`src/abd_pkg.sv`:
```
// package for the accumulator/branch decode-execute block
// assumes a single 125 MHz clock and an AXI4-Lite master on the register side

package abd_pkg;

  // ----------------------------------------------------------------
  // register map (byte addresses, one aligned word each)
  // ----------------------------------------------------------------
  localparam logic [7:0] ADDR_CTRL    = 8'h00;
  localparam logic [7:0] ADDR_ACCUM   = 8'h04;
  localparam logic [7:0] ADDR_STATUS  = 8'h08;
  localparam logic [7:0] ADDR_BANKSEL = 8'h0C;
  localparam logic [7:0] ADDR_INDEX   = 8'h10;
  localparam logic [7:0] ADDR_PC      = 8'h14;
  localparam logic [7:0] ADDR_LASTOP  = 8'h18;

  // ctrl fields and reset values
  localparam int          CTRL_EXT_BIT   = 0;
  localparam int          CTRL_RUN_BIT   = 1;
  localparam logic [1:0]  CTRL_RESET     = 2'h0;
  localparam logic [7:0]  ACCUM_RESET    = 8'h00;
  localparam logic [4:0]  STATUS_RESET   = 5'h00;
  localparam logic [3:0]  BANKSEL_RESET  = 4'h0;
  localparam logic [11:0] INDEX_RESET    = 12'h000;

  // status flag positions
  localparam int FLAG_C  = 0;
  localparam int FLAG_DC = 1;
  localparam int FLAG_Z  = 2;
  localparam int FLAG_OV = 3;
  localparam int FLAG_N  = 4;

  // axi responses
  localparam logic [1:0] RESP_OKAY   = 2'h0;
  localparam logic [1:0] RESP_SLVERR = 2'h2;

  // opcode fields
  localparam logic [5:0] OPC_ADD_CARRY = 6'h08;  // 0010 00da
  localparam logic [5:0] OPC_AND_FILE  = 6'h05;  // 0001 01da
  localparam logic [7:0] OPC_AND_LIT   = 8'h0B;  // 0000 1011
  localparam logic [7:0] OPC_BR_CSET   = 8'hE2;
  localparam logic [7:0] OPC_BR_CCLR   = 8'hE3;
  localparam logic [7:0] OPC_BR_NEG    = 8'hE6;
  localparam logic [3:0] OPC_CLR_BIT   = 4'h9;

  // addressing constants
  localparam logic [7:0] ACCESS_LOW_LAST  = 8'h5F;  // also the indexed-mode limit
  localparam logic [3:0] ACCESS_HIGH_BANK = 4'hF;
  localparam int         PC_STEP          = 2;

  // quarter phases of one instruction cycle
  typedef enum logic [3:0] {
    PH_Q1 = 4'b0001,
    PH_Q2 = 4'b0010,
    PH_Q3 = 4'b0100,
    PH_Q4 = 4'b1000
  } abd_phase_t;

  typedef enum logic [2:0] {
    OP_NOP, OP_ADD_CARRY, OP_AND_LIT, OP_AND_FILE, OP_BR_CSET, OP_BR_CCLR, OP_BR_NEG, OP_CLR_BIT
  } abd_op_t;

  typedef struct packed {
    abd_op_t    op;
    logic       toFile;
    logic       bankBit;
    logic [2:0] bitIdx;
    logic [7:0] operand;
  } abd_instr_t;

  typedef struct packed {
    logic [11:0] addr;
    logic        wrEn;
    logic [7:0]  wrData;
  } abd_mem_t;

endpackage

```
`src/abd_core.sv`:
```
// decode/execute block for add-with-carry, and, bit-clear and flag branches
// assumes a same-clock instruction source and a data memory that answers
// a read within the cycle in which the address is shown (combinational read)
//
// Operation
// - add-with-carry-to-file sums accumulator, file register and carry and sets N, OV, C, DC and Z.
// - a byte-oriented file result goes to the accumulator when the destination bit is 0, else to the file.
// - bank bit 0 selects the access bank, bank bit 1 forms the address from the bank select pointer.
// - with the extended set on, bank bit 0 and operand at most 5Fh use index-plus-offset addressing.
// - and-with-literal puts accumulator AND literal in the accumulator and changes only N and Z.
// - and-with-file ANDs accumulator and file register and stores by the destination bit.
// - branch-on-carry-set branches only when carry is 1 and leaves flags alone.
// - branch-on-negative branches only when negative is 1 and leaves flags alone.
// - branch-on-carry-clear branches only when carry is 0 and leaves flags alone.
// - a taken branch loads the incremented counter plus twice the signed 8-bit offset.
// - a taken branch takes two cycles with an all-idle second one; an untaken one writes nothing in Q4.

`timescale 1ns/10ps

module abd_core #(
  parameter int PC_WIDTH = 21
) (
  input  wire logic                 clock,
  input  wire logic                 rst,
  // instruction stream
  input  wire logic                 instrValid,
  output logic                      instrReady,
  input  wire logic [15:0]          instrWord,
  // data memory
  output abd_pkg::abd_mem_t         memReq,
  input  wire logic [7:0]           memRdData,
  // axi4-lite slave
  input  wire logic [7:0]           s_axi_awaddr,
  input  wire logic                 s_axi_awvalid,
  output logic                      s_axi_awready,
  input  wire logic [31:0]          s_axi_wdata,
  input  wire logic [3:0]           s_axi_wstrb,
  input  wire logic                 s_axi_wvalid,
  output logic                      s_axi_wready,
  output logic [1:0]                s_axi_bresp,
  output logic                      s_axi_bvalid,
  input  wire logic                 s_axi_bready,
  input  wire logic [7:0]           s_axi_araddr,
  input  wire logic                 s_axi_arvalid,
  output logic                      s_axi_arready,
  output logic [31:0]               s_axi_rdata,
  output logic [1:0]                s_axi_rresp,
  output logic                      s_axi_rvalid,
  input  wire logic                 s_axi_rready
);
  import abd_pkg::*;

  // ----------------------------------------------------------------
  // decode helpers
  // ----------------------------------------------------------------

  function automatic abd_instr_t decodeInstr(input logic [15:0] w);
    abd_instr_t d;
    d.op      = OP_NOP;
    d.toFile  = w[9];
    d.bankBit = w[8];
    d.bitIdx  = w[11:9];
    d.operand = w[7:0];
    if (w[15:10] == OPC_ADD_CARRY)
      d.op = OP_ADD_CARRY;
    else if (w[15:10] == OPC_AND_FILE)
      d.op = OP_AND_FILE;
    else if (w[15:8] == OPC_AND_LIT)
      d.op = OP_AND_LIT;
    else if (w[15:8] == OPC_BR_CSET)
      d.op = OP_BR_CSET;
    else if (w[15:8] == OPC_BR_CCLR)
      d.op = OP_BR_CCLR;
    else if (w[15:8] == OPC_BR_NEG)
      d.op = OP_BR_NEG;
    else if (w[15:12] == OPC_CLR_BIT)
      d.op = OP_CLR_BIT;
    return d;
  endfunction

  // file address from bank bit, operand and mode
  function automatic logic [11:0] formAddr(input logic bankBit, input logic [7:0] f,
                                           input logic extOn, input logic [3:0] bank,
                                           input logic [11:0] index);
    logic [11:0] a;
    a = {bank, f};
    if (!bankBit)
    begin
      if (extOn && (f <= ACCESS_LOW_LAST))
        a = index + {4'h0, f};
      else if (f <= ACCESS_LOW_LAST)
        a = {4'h0, f};
      else
        a = {ACCESS_HIGH_BANK, f};
    end
    return a;
  endfunction

  function automatic logic usesFile(input abd_op_t op);
    return (op == OP_ADD_CARRY) || (op == OP_AND_FILE) || (op == OP_CLR_BIT);
  endfunction

  // ----------------------------------------------------------------
  // state
  // ----------------------------------------------------------------
  abd_phase_t            phase_q;
  abd_instr_t            cur_q;
  logic                  idleCycle_q;   // second cycle of a taken branch
  logic [1:0]            ctrl_q;
  logic [7:0]            accum_q;
  logic [4:0]            status_q;
  logic [3:0]            bankSel_q;
  logic [11:0]           index_q;
  logic [PC_WIDTH-1:0]   pc_q;
  logic [15:0]           lastOp_q;
  logic [7:0]            fileVal_q;
  logic [7:0]            result_q;
  logic [4:0]            flags_q;
  logic                  taken_q;
  abd_mem_t              mem_q;

  logic [7:0]            result_d;
  logic [4:0]            flags_d;
  logic                  taken_d;
  logic                  accepted;
  logic                  commit;
  abd_instr_t            dec;

  // axi slave state
  logic                  awHave_q;
  logic                  wHave_q;
  logic [7:0]            awAddr_q;
  logic [31:0]           wData_q;
  logic [3:0]            wStrb_q;
  logic                  swWrite;
  logic [31:0]           rdata_d;
  logic                  rdHit;

  // ----------------------------------------------------------------
  // phase sequencing and instruction intake
  // ----------------------------------------------------------------

  // phases rotate every clock; one instruction per four clocks
  always_ff @(posedge clock or posedge rst)
  begin
    if (rst)
      phase_q <= PH_Q1;
    else
    begin
      unique case (phase_q)
        PH_Q1: phase_q <= PH_Q2;
        PH_Q2: phase_q <= PH_Q3;
        PH_Q3: phase_q <= PH_Q4;
        PH_Q4: phase_q <= PH_Q1;
      endcase
    end
  end

  // intake only in Q1, never during the idle second cycle of a jump
  assign instrReady = (phase_q == PH_Q1) && !idleCycle_q && ctrl_q[CTRL_RUN_BIT];
  assign accepted   = instrReady && instrValid;
  assign dec        = decodeInstr(instrWord);
  assign commit     = (phase_q == PH_Q4) && !idleCycle_q;

  // latch decoded word; an empty Q1 runs as a no-operation cycle
  always_ff @(posedge clock or posedge rst)
  begin
    if (rst)
    begin
      cur_q    <= '0;
      lastOp_q <= 16'h0000;
    end
    else if (phase_q == PH_Q1)
    begin
      if (accepted)
      begin
        cur_q    <= dec;
        lastOp_q <= instrWord;
      end
      else
        cur_q <= '0;
    end
  end

  // taken branch: next cycle is four idle phases
  always_ff @(posedge clock or posedge rst)
  begin
    if (rst)
      idleCycle_q <= 1'b0;
    else if (phase_q == PH_Q4)
      idleCycle_q <= !idleCycle_q && taken_q;
  end

  // ----------------------------------------------------------------
  // datapath: Q2 read, Q3 process, Q4 write
  // ----------------------------------------------------------------

  // file operand captured at end of Q2 (address shown from Q2 on)
  always_ff @(posedge clock or posedge rst)
  begin
    if (rst)
      fileVal_q <= 8'h00;
    else if (phase_q == PH_Q2)
      fileVal_q <= memRdData;
  end

  // arithmetic and branch decision
  always_comb
  begin
    logic [8:0] sum9;
    logic [4:0] lowSum;
    sum9     = '0;
    lowSum   = '0;
    result_d = accum_q;
    flags_d  = status_q;
    taken_d  = 1'b0;
    unique case (cur_q.op)
      OP_ADD_CARRY:
      begin
        sum9   = {1'b0, accum_q} + {1'b0, fileVal_q} + {8'h00, status_q[FLAG_C]};
        lowSum = {1'b0, accum_q[3:0]} + {1'b0, fileVal_q[3:0]} + {4'h0, status_q[FLAG_C]};
        result_d         = sum9[7:0];
        flags_d[FLAG_C]  = sum9[8];
        flags_d[FLAG_DC] = lowSum[4];
        flags_d[FLAG_OV] = (accum_q[7] == fileVal_q[7]) && (sum9[7] != accum_q[7]);
        flags_d[FLAG_N]  = sum9[7];
        flags_d[FLAG_Z]  = (sum9[7:0] == 8'h00);
      end
      OP_AND_LIT, OP_AND_FILE:
      begin
        // only N and Z move for the logical ops
        result_d = accum_q & ((cur_q.op == OP_AND_LIT) ? cur_q.operand : fileVal_q);
        flags_d[FLAG_N] = result_d[7];
        flags_d[FLAG_Z] = (result_d == 8'h00);
      end
      OP_CLR_BIT:
      begin
        result_d = fileVal_q & ~(8'h01 << cur_q.bitIdx);
      end
      OP_BR_CSET: taken_d = status_q[FLAG_C];
      OP_BR_CCLR: taken_d = !status_q[FLAG_C];
      OP_BR_NEG:  taken_d = status_q[FLAG_N];
      OP_NOP:     taken_d = 1'b0;
      default:    taken_d = 1'b0;                   // reached only by an X or Z op; all eight encodings are named
    endcase
  end

  // process stage registers, loaded at end of Q3
  always_ff @(posedge clock or posedge rst)
  begin
    if (rst)
    begin
      result_q <= 8'h00;
      flags_q  <= STATUS_RESET;
      taken_q  <= 1'b0;
    end
    else if (phase_q == PH_Q3)
    begin
      result_q <= result_d;
      flags_q  <= flags_d;
      taken_q  <= taken_d;
    end
    else if (phase_q == PH_Q4)
      taken_q <= 1'b0;
  end

  // memory port: address from Q2, write strobe through Q4 only
  always_ff @(posedge clock or posedge rst)
  begin
    if (rst)
      mem_q <= '0;
    else if (phase_q == PH_Q1)
    begin
      mem_q.addr <= formAddr(dec.bankBit, dec.operand, ctrl_q[CTRL_EXT_BIT], bankSel_q, index_q);
      mem_q.wrEn <= 1'b0;
    end
    else if (phase_q == PH_Q3)
    begin
      // clear-bit always writes back; byte ops only with destination 1
      mem_q.wrEn   <= usesFile(cur_q.op) && (cur_q.toFile || cur_q.op == OP_CLR_BIT);
      mem_q.wrData <= result_d;
    end
    else if (phase_q == PH_Q4)
      mem_q.wrEn <= 1'b0;
  end
  assign memReq = mem_q;

  // ----------------------------------------------------------------
  // architectural registers (core commit outranks software write)
  // ----------------------------------------------------------------

  // accumulator
  always_ff @(posedge clock or posedge rst)
  begin
    if (rst)
      accum_q <= ACCUM_RESET;
    else if (commit && (cur_q.op == OP_AND_LIT ||
             ((cur_q.op == OP_ADD_CARRY || cur_q.op == OP_AND_FILE) && !cur_q.toFile)))
      accum_q <= result_q;
    else if (swWrite && awAddr_q == ADDR_ACCUM && wStrb_q[0])
      accum_q <= wData_q[7:0];
  end

  // status flags; only flag-setting ops commit, so idle cycles never undo a software write
  always_ff @(posedge clock or posedge rst)
  begin
    if (rst)
      status_q <= STATUS_RESET;
    else if (commit && (cur_q.op == OP_ADD_CARRY || cur_q.op == OP_AND_LIT || cur_q.op == OP_AND_FILE))
      status_q <= flags_q;
    else if (swWrite && awAddr_q == ADDR_STATUS && wStrb_q[0])
      status_q <= wData_q[4:0];
  end

  // program counter: +2 at intake, offset added in Q4 of a taken branch
  always_ff @(posedge clock or posedge rst)
  begin
    if (rst)
      pc_q <= '0;
    else if (accepted)
      pc_q <= pc_q + PC_WIDTH'(PC_STEP);
    else if (commit && taken_q)
      pc_q <= pc_q + PC_WIDTH'({{(PC_WIDTH-9){cur_q.operand[7]}}, cur_q.operand, 1'b0});
    else if (swWrite && awAddr_q == ADDR_PC)
      pc_q <= wData_q[PC_WIDTH-1:0];
  end

  // software-only control registers
  always_ff @(posedge clock or posedge rst)
  begin
    if (rst)
    begin
      ctrl_q    <= CTRL_RESET;
      bankSel_q <= BANKSEL_RESET;
      index_q   <= INDEX_RESET;
    end
    else if (swWrite)
    begin
      if (awAddr_q == ADDR_CTRL && wStrb_q[0])
        ctrl_q <= wData_q[1:0];
      if (awAddr_q == ADDR_BANKSEL && wStrb_q[0])
        bankSel_q <= wData_q[3:0];
      if (awAddr_q == ADDR_INDEX)
        index_q <= wData_q[11:0];
    end
  end

  // ----------------------------------------------------------------
  // axi4-lite slave
  // ----------------------------------------------------------------

  // address and data held separately, taken in either order
  assign s_axi_awready = !awHave_q && !s_axi_bvalid;
  assign s_axi_wready  = !wHave_q && !s_axi_bvalid;
  assign swWrite       = awHave_q && wHave_q && !s_axi_bvalid;

  always_ff @(posedge clock or posedge rst)
  begin
    if (rst)
    begin
      awHave_q     <= 1'b0;
      wHave_q      <= 1'b0;
      awAddr_q     <= 8'h00;
      wData_q      <= 32'h0000_0000;
      wStrb_q      <= 4'h0;
      s_axi_bvalid <= 1'b0;
      s_axi_bresp  <= RESP_OKAY;
    end
    else
    begin
      if (s_axi_awvalid && s_axi_awready)
      begin
        awHave_q <= 1'b1;
        awAddr_q <= {s_axi_awaddr[7:2], 2'b00};
      end
      if (s_axi_wvalid && s_axi_wready)
      begin
        wHave_q <= 1'b1;
        wData_q <= s_axi_wdata;
        wStrb_q <= s_axi_wstrb;
      end
      if (swWrite)
      begin
        // the last-opcode register is read only and answers slverr
        awHave_q     <= 1'b0;
        wHave_q      <= 1'b0;
        s_axi_bvalid <= 1'b1;
        s_axi_bresp  <= (awAddr_q <= ADDR_PC) ? RESP_OKAY : RESP_SLVERR;
      end
      else if (s_axi_bvalid && s_axi_bready)
        s_axi_bvalid <= 1'b0;
    end
  end

  // read mux
  always_comb
  begin
    rdHit   = 1'b1;
    rdata_d = 32'h0000_0000;
    unique case ({s_axi_araddr[7:2], 2'b00})
      ADDR_CTRL:    rdata_d[1:0]          = ctrl_q;
      ADDR_ACCUM:   rdata_d[7:0]          = accum_q;
      ADDR_STATUS:  rdata_d[4:0]          = status_q;
      ADDR_BANKSEL: rdata_d[3:0]          = bankSel_q;
      ADDR_INDEX:   rdata_d[11:0]         = index_q;
      ADDR_PC:      rdata_d[PC_WIDTH-1:0] = pc_q;
      ADDR_LASTOP:  rdata_d[15:0]         = lastOp_q;
      default:      rdHit                 = 1'b0;
    endcase
  end

  assign s_axi_arready = !s_axi_rvalid;

  always_ff @(posedge clock or posedge rst)
  begin
    if (rst)
    begin
      s_axi_rvalid <= 1'b0;
      s_axi_rdata  <= 32'h0000_0000;
      s_axi_rresp  <= RESP_OKAY;
    end
    else if (s_axi_arvalid && s_axi_arready)
    begin
      s_axi_rvalid <= 1'b1;
      s_axi_rdata  <= rdata_d;
      s_axi_rresp  <= rdHit ? RESP_OKAY : RESP_SLVERR;
    end
    else if (s_axi_rvalid && s_axi_rready)
      s_axi_rvalid <= 1'b0;
  end

endmodule // abd_core

```
`config.mk`:
```
export PLATFORM = sky130hd
export DESIGN_NAME = abd_core
export DESIGN_NICKNAME = d
export VERILOG_FILES = /design/src/abd_pkg.sv /design/src/abd_core.sv
export SDC_FILE = /design/constraint.sdc
export NUM_CORES = 1
export LEC_CHECK = 0
export BUFFER_PORTS_ARGS = -buffer_cell sky130_fd_sc_hd__buf_4
export CAP_MARGIN = 5
export CORE_UTILIZATION = 45
export CTS_CLUSTER_DIAMETER = 60
export DETAILED_ROUTE_END_ITERATION = 16
export HOLD_SLACK_MARGIN = 0.08
export MAX_ROUTING_LAYER = met4
export SLEW_MARGIN = 20
export SYNTH_ARGS = -nofsm -noshare
export SYNTH_HDL_FRONTEND = slang
export SYNTH_SLANG_ARGS = --single-unit
export TNS_END_PERCENT = 5
```
`constraint.sdc`:
```
create_clock -name clock -period 19.54 [get_ports clock]
set_input_delay 3.908 -clock clock [delete_from_list [all_inputs] [get_ports clock]]
set_output_delay 3.908 -clock clock [all_outputs]
set_load 0.02 [all_outputs]
```
==> flow_summary_export.csv, run 1 <==
group,metric,value,unit
power,p_total,1.358,mW
synth,synth_top_cell_area_share,42.10,%
clocking,cts_tree,"yes",
clocking,worstSkewPairLatency,440,ps
clocking,clkSinkCount,185,
cells_and_area,finalNonFillerCells,1589,
critical_path,cpPeakStageDelay,450,ps
critical_path,crit-reg2reg-launch,"accum_q[0]",
critical_path,crit_chain,"nor2_1 > nand3b_1 > buf_4 > nor3b_1 > buf_4",
critical_path,reg2reg_depth,9,
power,power_density,107.4,nW/um^2
synth,synth-edff-count,0,
detailed_routing,ant_nets,0,
sta,rsz0062_at_grt,"false",
synth,syn-cell-area,10940,sq um
detailed_routing,totalWireLength,32.29,mm
critical_path,cp-end-kind,"primary output",
cells_and_area,utilization,53.39,%
critical_path,worst-path-stages,5,
critical_path,start_kind,"register",
placement,place_congestion,0.9145,
sta,slew_headroom,32.44,%
worst_hold_path,min_delay_path_depth,2,
worst_hold_path,worstHoldPathType,"reg -> reg",
global_route,grt_pass1_wl,50.11,mm
sta,tns,0,ps
clocking,cts_root_buf,"clkbuf_16",
clocking,clk_path_buf_depth,2,
clocking,numCtsBuffers,17,
critical_path,worstSetupPathType,"reg -> out",
sta,max_freq,174.2,MHz
detailed_routing,drtPass1Iterations,5,
detailed_routing,wl_per_cell,20.32,microns
floorplan,core,23680,sq um
sta,finalHoldViolCount,0,
run_status,status,"complete, no violations",
floorplan,die_w,157.9,microns
power,p_sw,0.4991,mW
power,switching_share,36.74,%
power,cell_internal_pwr,0.8593,mW
sta,finalCritPeriodShare,29.37,%
power,pwr-share-comb,27.4,%
synth,ys_seq_area_share,42.34,%
global_route,grt_pass1_vias,8860,
power,p_clk_share,26.3,%
detailed_routing,route.detailed.drc,0,
critical_path,cp_common_cell,"buf_4",
synth,synth_cell_type_count,74,
synth,syn_avg_cell_area,9.372,sq um
placement,place.port_buffers,115,
cells_and_area,diodes,0,
cells_and_area,layout-drive-gt1-share,18.50,%
detailed_routing,drtIter0Drc,876,
synth,synth_area_leaders,"dfrtp_1, mux2_2, nand2_1",
run,cap_violations,0,
critical_path,r2r_end,"flags_q[2]",
cells_and_area,layout_commonest_cell,"dfrtp_1",
sta,worst_slew_pin_slew,1011,ps
detailed_routing,vias,9439,
critical_path,cpMaxStageDelayCell,"dfrtp_1",
synth,syn_inst,1167,
sta,final.setup.worst_slack,13800,ps
worst_hold_path,hold_path_end,"lastOp_q[14]",
power,leakage,5.795,nW
placement,dp.final_hpwl,23.61,mm
floorplan,pin_count,147,
global_route,grt_antenna_before_repair,0,
clocking,postCtsResizedCells,0,
floorplan,dieHeight,157.9,microns
placement,place_inst,1557,
floorplan,rows,56,
synth,ys_seq_elements,185,
critical_path,regToRegSetupSlack,16090,ps
critical_path,critPathMaxFanout,29,
detailed_routing,via_per_inst,5.940,
critical_path,crit_family,"simple AND/OR/NAND/NOR gates",
synth,synth_warnings,0,
synth,async_flop_share,100.0,%
critical_path,cp.arrival,1830,ps
worst_hold_path,hold_start,"lastOp_q[14]",
global_route,grt_max_degree,119,
critical_path,cp_num_buf_inv,2,
placement,dp_slack,13730,ps
clocking,cts.htree.levels,4,
sta,final.min_clock_period,5739,ps
synth,synth_flop_cell,"dfrtp_1",
floorplan,die_area,24930,sq um
sta,drv_slew,0,
cells_and_area,final_nets,1380,
synth,synth_top_area_cell,"dfrtp_1",
critical_path,cp.required,15630,ps
cells_and_area,syn_to_final_growth,15.62,%
sta,setup_viol,0,
power,peakVddDrop,0.06708,mV
floorplan,start_util,46.18,%
clocking,cts_setup_buffers,0,
global_route,grt_usage,27.55,%
clocking,clkTransAtPathRegs,70,ps
clocking,ctsHoldBuffers,0,
global_route,grt_overflow_total,0,
power,seq_power_share,46.2,%
sta,fin_worst_skew,13.13,ps
cells_and_area,layout_common_cells,"dfrtp_1, nand2_1, buf_4, o21ai_0, a21oi_1",
cells by family (layout without fill, tap and decap cells):
| kind of cell | Yosys count | in the layout | synth area share, % |
|---|---|---|---|
| buffers and inverters | 98 | 189 | 4.004 |
| AO/OA/AOI/OAI | 362 | 362 | 21.24 |
| flip-flops | 185 | 185 | 42.34 |
| AND/OR/NAND/NOR | 366 | 366 | 16.46 |
| XOR/XNOR | 20 | 20 | 1.602 |
| other | 1 | 13 | 0.03429 |
| adder cells (fa/ha/maj) | 39 | 39 | 4.736 |
| multiplexers | 96 | 96 | 9.576 |
synth_stat cells, drive strengths merged (25+ instances only):
cell type  count
inv           31
clkbuf        40
mux2          59
a21oi         84
nand2        162
mux2i         36
a21o          25
dfrtp        184
buf           27
o21ai        111
nor2          53
nand3         27
ha            35
worst max-delay path by stage:
stage,start,endpoint
after detailed placement,instrWord[0],memReq[17]
final,phase_q[3],instrReady
after global placement,s_axi_araddr[7],s_axi_rdata[0]
after global routing,phase_q[3],instrReady
after CTS,phase_q[1],instrReady
after floorplan,rst,accum_q[0]
stage by stage:
step,hold WS [ps],instance area (sq um)
finish,480.1,12640
global route,499.4,12640
CTS,481.4,12630
detailed placement,466.3,12030
global placement,461.5,12030
floorplan,444.7,10980
routing by layer:
metal,global-route usage [%],vias up,wire length (microns)
li1,-,4459,-
met1,39.53,4570,15250
met2,39.58,359,13790
met3,4.079,51,2466
met4,9.154,0,794
met5,-,-,0
worst reg2reg max path, cell delays in order, from the launching register on:
cell and delay, ps:
dfrtp_1 570, inv_1 120, fa_1 470, fa_1 400
nand2b_1 180, a21oi_1 280, xnor2_1 120, or4_1 500
or4_1 500, a31oi_1 210
sequential cells by signal, indices dropped and copies added, names as in the netlist, 2 cells and up:
register,flops
fileVal_q,8
ctrl_q,2
result_q,8
status_q,5
memReq,21
index_q,12
flags_q,5
phase_q,4
lastOp_q,16
wData_q,21
pc_q,21
accum_q,8
s_axi_rdata,21
awAddr_q,6
bankSel_q,4
cur_q,14
area by class of cell:
class / count / area [sq um]
tap: 319 / 399.1
fill: 2230 / 11040
clock inverter: 12 / 141.4
inverter: 31 / 123.9
sequential: 185 / 4631
timing repair buffer: 126 / 945.9
multi-input combinational: 896 / 5947
clock buffer: 20 / 456.7
power groups by stage:
stage	Clock, mW	Sequential (mW)	Combinational [mW]
5_1_grt	0.377	0.638	0.417
2_1_floorplan	0	0.574	0.270
3_3_place_gp	0	0.626	0.364
3_5_place_dp	0	0.629	0.372
4_1_cts	0.362	0.623	0.373
6_report	0.357	0.628	0.373
(Power assumes the default switching activity.)
==> run 2: changes to the inputs <==
Settings changed: PLACE_DENSITY set to 0.67.
Clock period 19.54 ns to 5.25 ns, I/O delays scaled along.
==> flow_summary_export.csv, run 2 (synthesized netlist as in run 1, its figures left out) <==
group,metric,value,unit
run_status,status,"complete, no violations",
global_route,grtUsageMet1,38.62,%
power,power_density,396.1,nW/um^2
power,p_total,5.000,mW
clocking,clkSinkCount,185,
sta,worst_slew_pin_slew,1056,ps
cells_and_area,finalNonFillerCells,1588,
power,peakVddDrop,0.2638,mV
global_route,grt_overflow_total,0,
clocking,worstSkewPairLatency,440,ps
detailed_routing,ant_nets,0,
critical_path,cp-end-kind,"register",
cells_and_area,layout-drive-gt1-share,18.44,%
floorplan,rows,56,
cells_and_area,diodes,0,
placement,dp.final_hpwl,23.07,mm
global_route,grt_max_degree,186,
cells_and_area,layout_common_cells,"dfrtp_1, nand2_1, buf_4, o21ai_0, a21oi_1",
sta,tns,0,ps
sta,final.min_clock_period,3371,ps
clocking,cts.htree.levels,4,
detailed_routing,via_per_inst,6.014,
clocking,clkTransAtPathRegs,70,ps
sta,slew_headroom,29.43,%
critical_path,cp.required,5600,ps
detailed_routing,vias,9550,
placement,place.port_buffers,115,
critical_path,crit_chain,"inv_1 > fa_1 > fa_1 > nand2b_1 > a21oi_1 > xnor2_1 > or4_1 > or4_1 > a31oi_1",
cells_and_area,layout_commonest_cell,"dfrtp_1",
floorplan,start_util,46.18,%
clocking,numCtsBuffers,17,
placement,place_inst,1557,
clocking,ctsHoldBuffers,0,
critical_path,cpMaxStageDelayCell,"dfrtp_1",
critical_path,critPathMaxFanout,6,
cells_and_area,utilization,53.30,%
global_route,grt_pass1_wl,49.94,mm
detailed_routing,drtIter0Drc,809,
worst_hold_path,min_delay_path_depth,2,
floorplan,die_area,24930,sq um
global_route,grt_pass1_vias,8961,
cells_and_area,final_nets,1380,
placement,place_congestion,0.9565,
clocking,cts_setup_buffers,0,
sta,finalCritPeriodShare,64.21,%
global_route,gr-usage-met2,39.77,%
run,cap_violations,0,
worst_hold_path,worstHoldPathType,"reg -> reg",
critical_path,cpPeakStageDelay,580,ps
global_route,grt_antenna_before_repair,0,
floorplan,pin_count,147,
detailed_routing,wl_per_cell,19.98,microns
global_route,grt_busiest_layer,"met2",
floorplan,core,23680,sq um
global_route,gr-usage-met3,4.134,%
critical_path,regToRegSetupSlack,1880,ps
critical_path,cp.arrival,3720,ps
detailed_routing,totalWireLength,31.73,mm
sta,fin_worst_skew,10.63,ps
sta,drv_slew,0,
critical_path,worstSetupPathType,"reg -> reg",
clocking,cts_root_buf,"clkbuf_16",
sta,setup_viol,0,
sta,finalHoldViolCount,0,
clocking,clk_path_buf_depth,2,
critical_path,reg2reg_depth,9,
global_route,grt_usage,27.23,%
floorplan,die_w,157.9,microns
sta,whs,479.5,ps
cells_and_area,syn_to_final_growth,15.42,%
sta,rsz0062_at_grt,"false",
clocking,cts_tree,"yes",
critical_path,start_kind,"register",
power,leakage,5.779,nW
detailed_routing,drtPass1Iterations,5,
clocking,postCtsResizedCells,0,
floorplan,dieHeight,157.9,microns
sta,max_freq,296.6,MHz
detailed_routing,route.detailed.drc,0,
## run 2: changes by cell type in the layout (fill, tap and decap cells not counted)
cell,delta
clkbuf_8,-2
inv_6,+2
inv_8,-2
buf_12,+1
buf_4,-1
clkinv_2,+1
clkinv_4,-1
clkinvlp_4,+1
nor2b_2,+1
nor2b_4,-1
## run 2: layer usage
metal	vias to the layer above	routed length, microns
met4	0	682
li1	4462	-
met5	-	0
met3	54	2534
met2	415	13970
met1	4619	14550
## run 2: through the flow
stage                     cell area [sq um]  worst slack [ps]
after detailed placement              12040              1805
final                                 12620              1879
after global placement                12040              1957
after CTS                             12610              1818
after global routing                  12620              1700
after floorplan                       10990              1822
## run 2: worst paths after layout
path,endpoint,from
max,flags_q[2],accum_q[0]
min,s_axi_rresp[1],s_axi_rresp[1]
max reg2reg,flags_q[2],accum_q[0]
min reg2reg,s_axi_rresp[1],s_axi_rresp[1]
max in group asynchronous,awAddr_q[7],rst
min in group asynchronous,memReq[17],rst
## run 2: cell type report
class                           count  area (sq um)
Sequential cell                   185          4631
Clock inverter                     13         143.9
Fill cell                        2206         11060
Inverter                           31         120.1
Multi-Input combinational cell    896          5942
Timing Repair Buffer              126         958.4
Clock buffer                       18         429.2
Tap cell                          319         399.1
## run 2: report_power, final
group          leakage, nW  internal [mW]  switching (mW)
Clock                0.281          0.705           0.579
Combinational         3.09          0.663           0.721
Sequential            2.41           1.80           0.531
Total                 5.78           3.17            1.83
## run 2: critical path, delay by kind of cell (launching register included)
| family | cells | cell delay, ps |
|---|---|---|
| AOI/OAI and AO/OA | 2 | 440 |
| xor gates and xnor gates | 1 | 120 |
| adders and majority gates | 2 | 870 |
| buffers and inverters | 1 | 120 |
| DFF | 1 | 580 |
| and+or+nand+nor | 3 | 1160 |
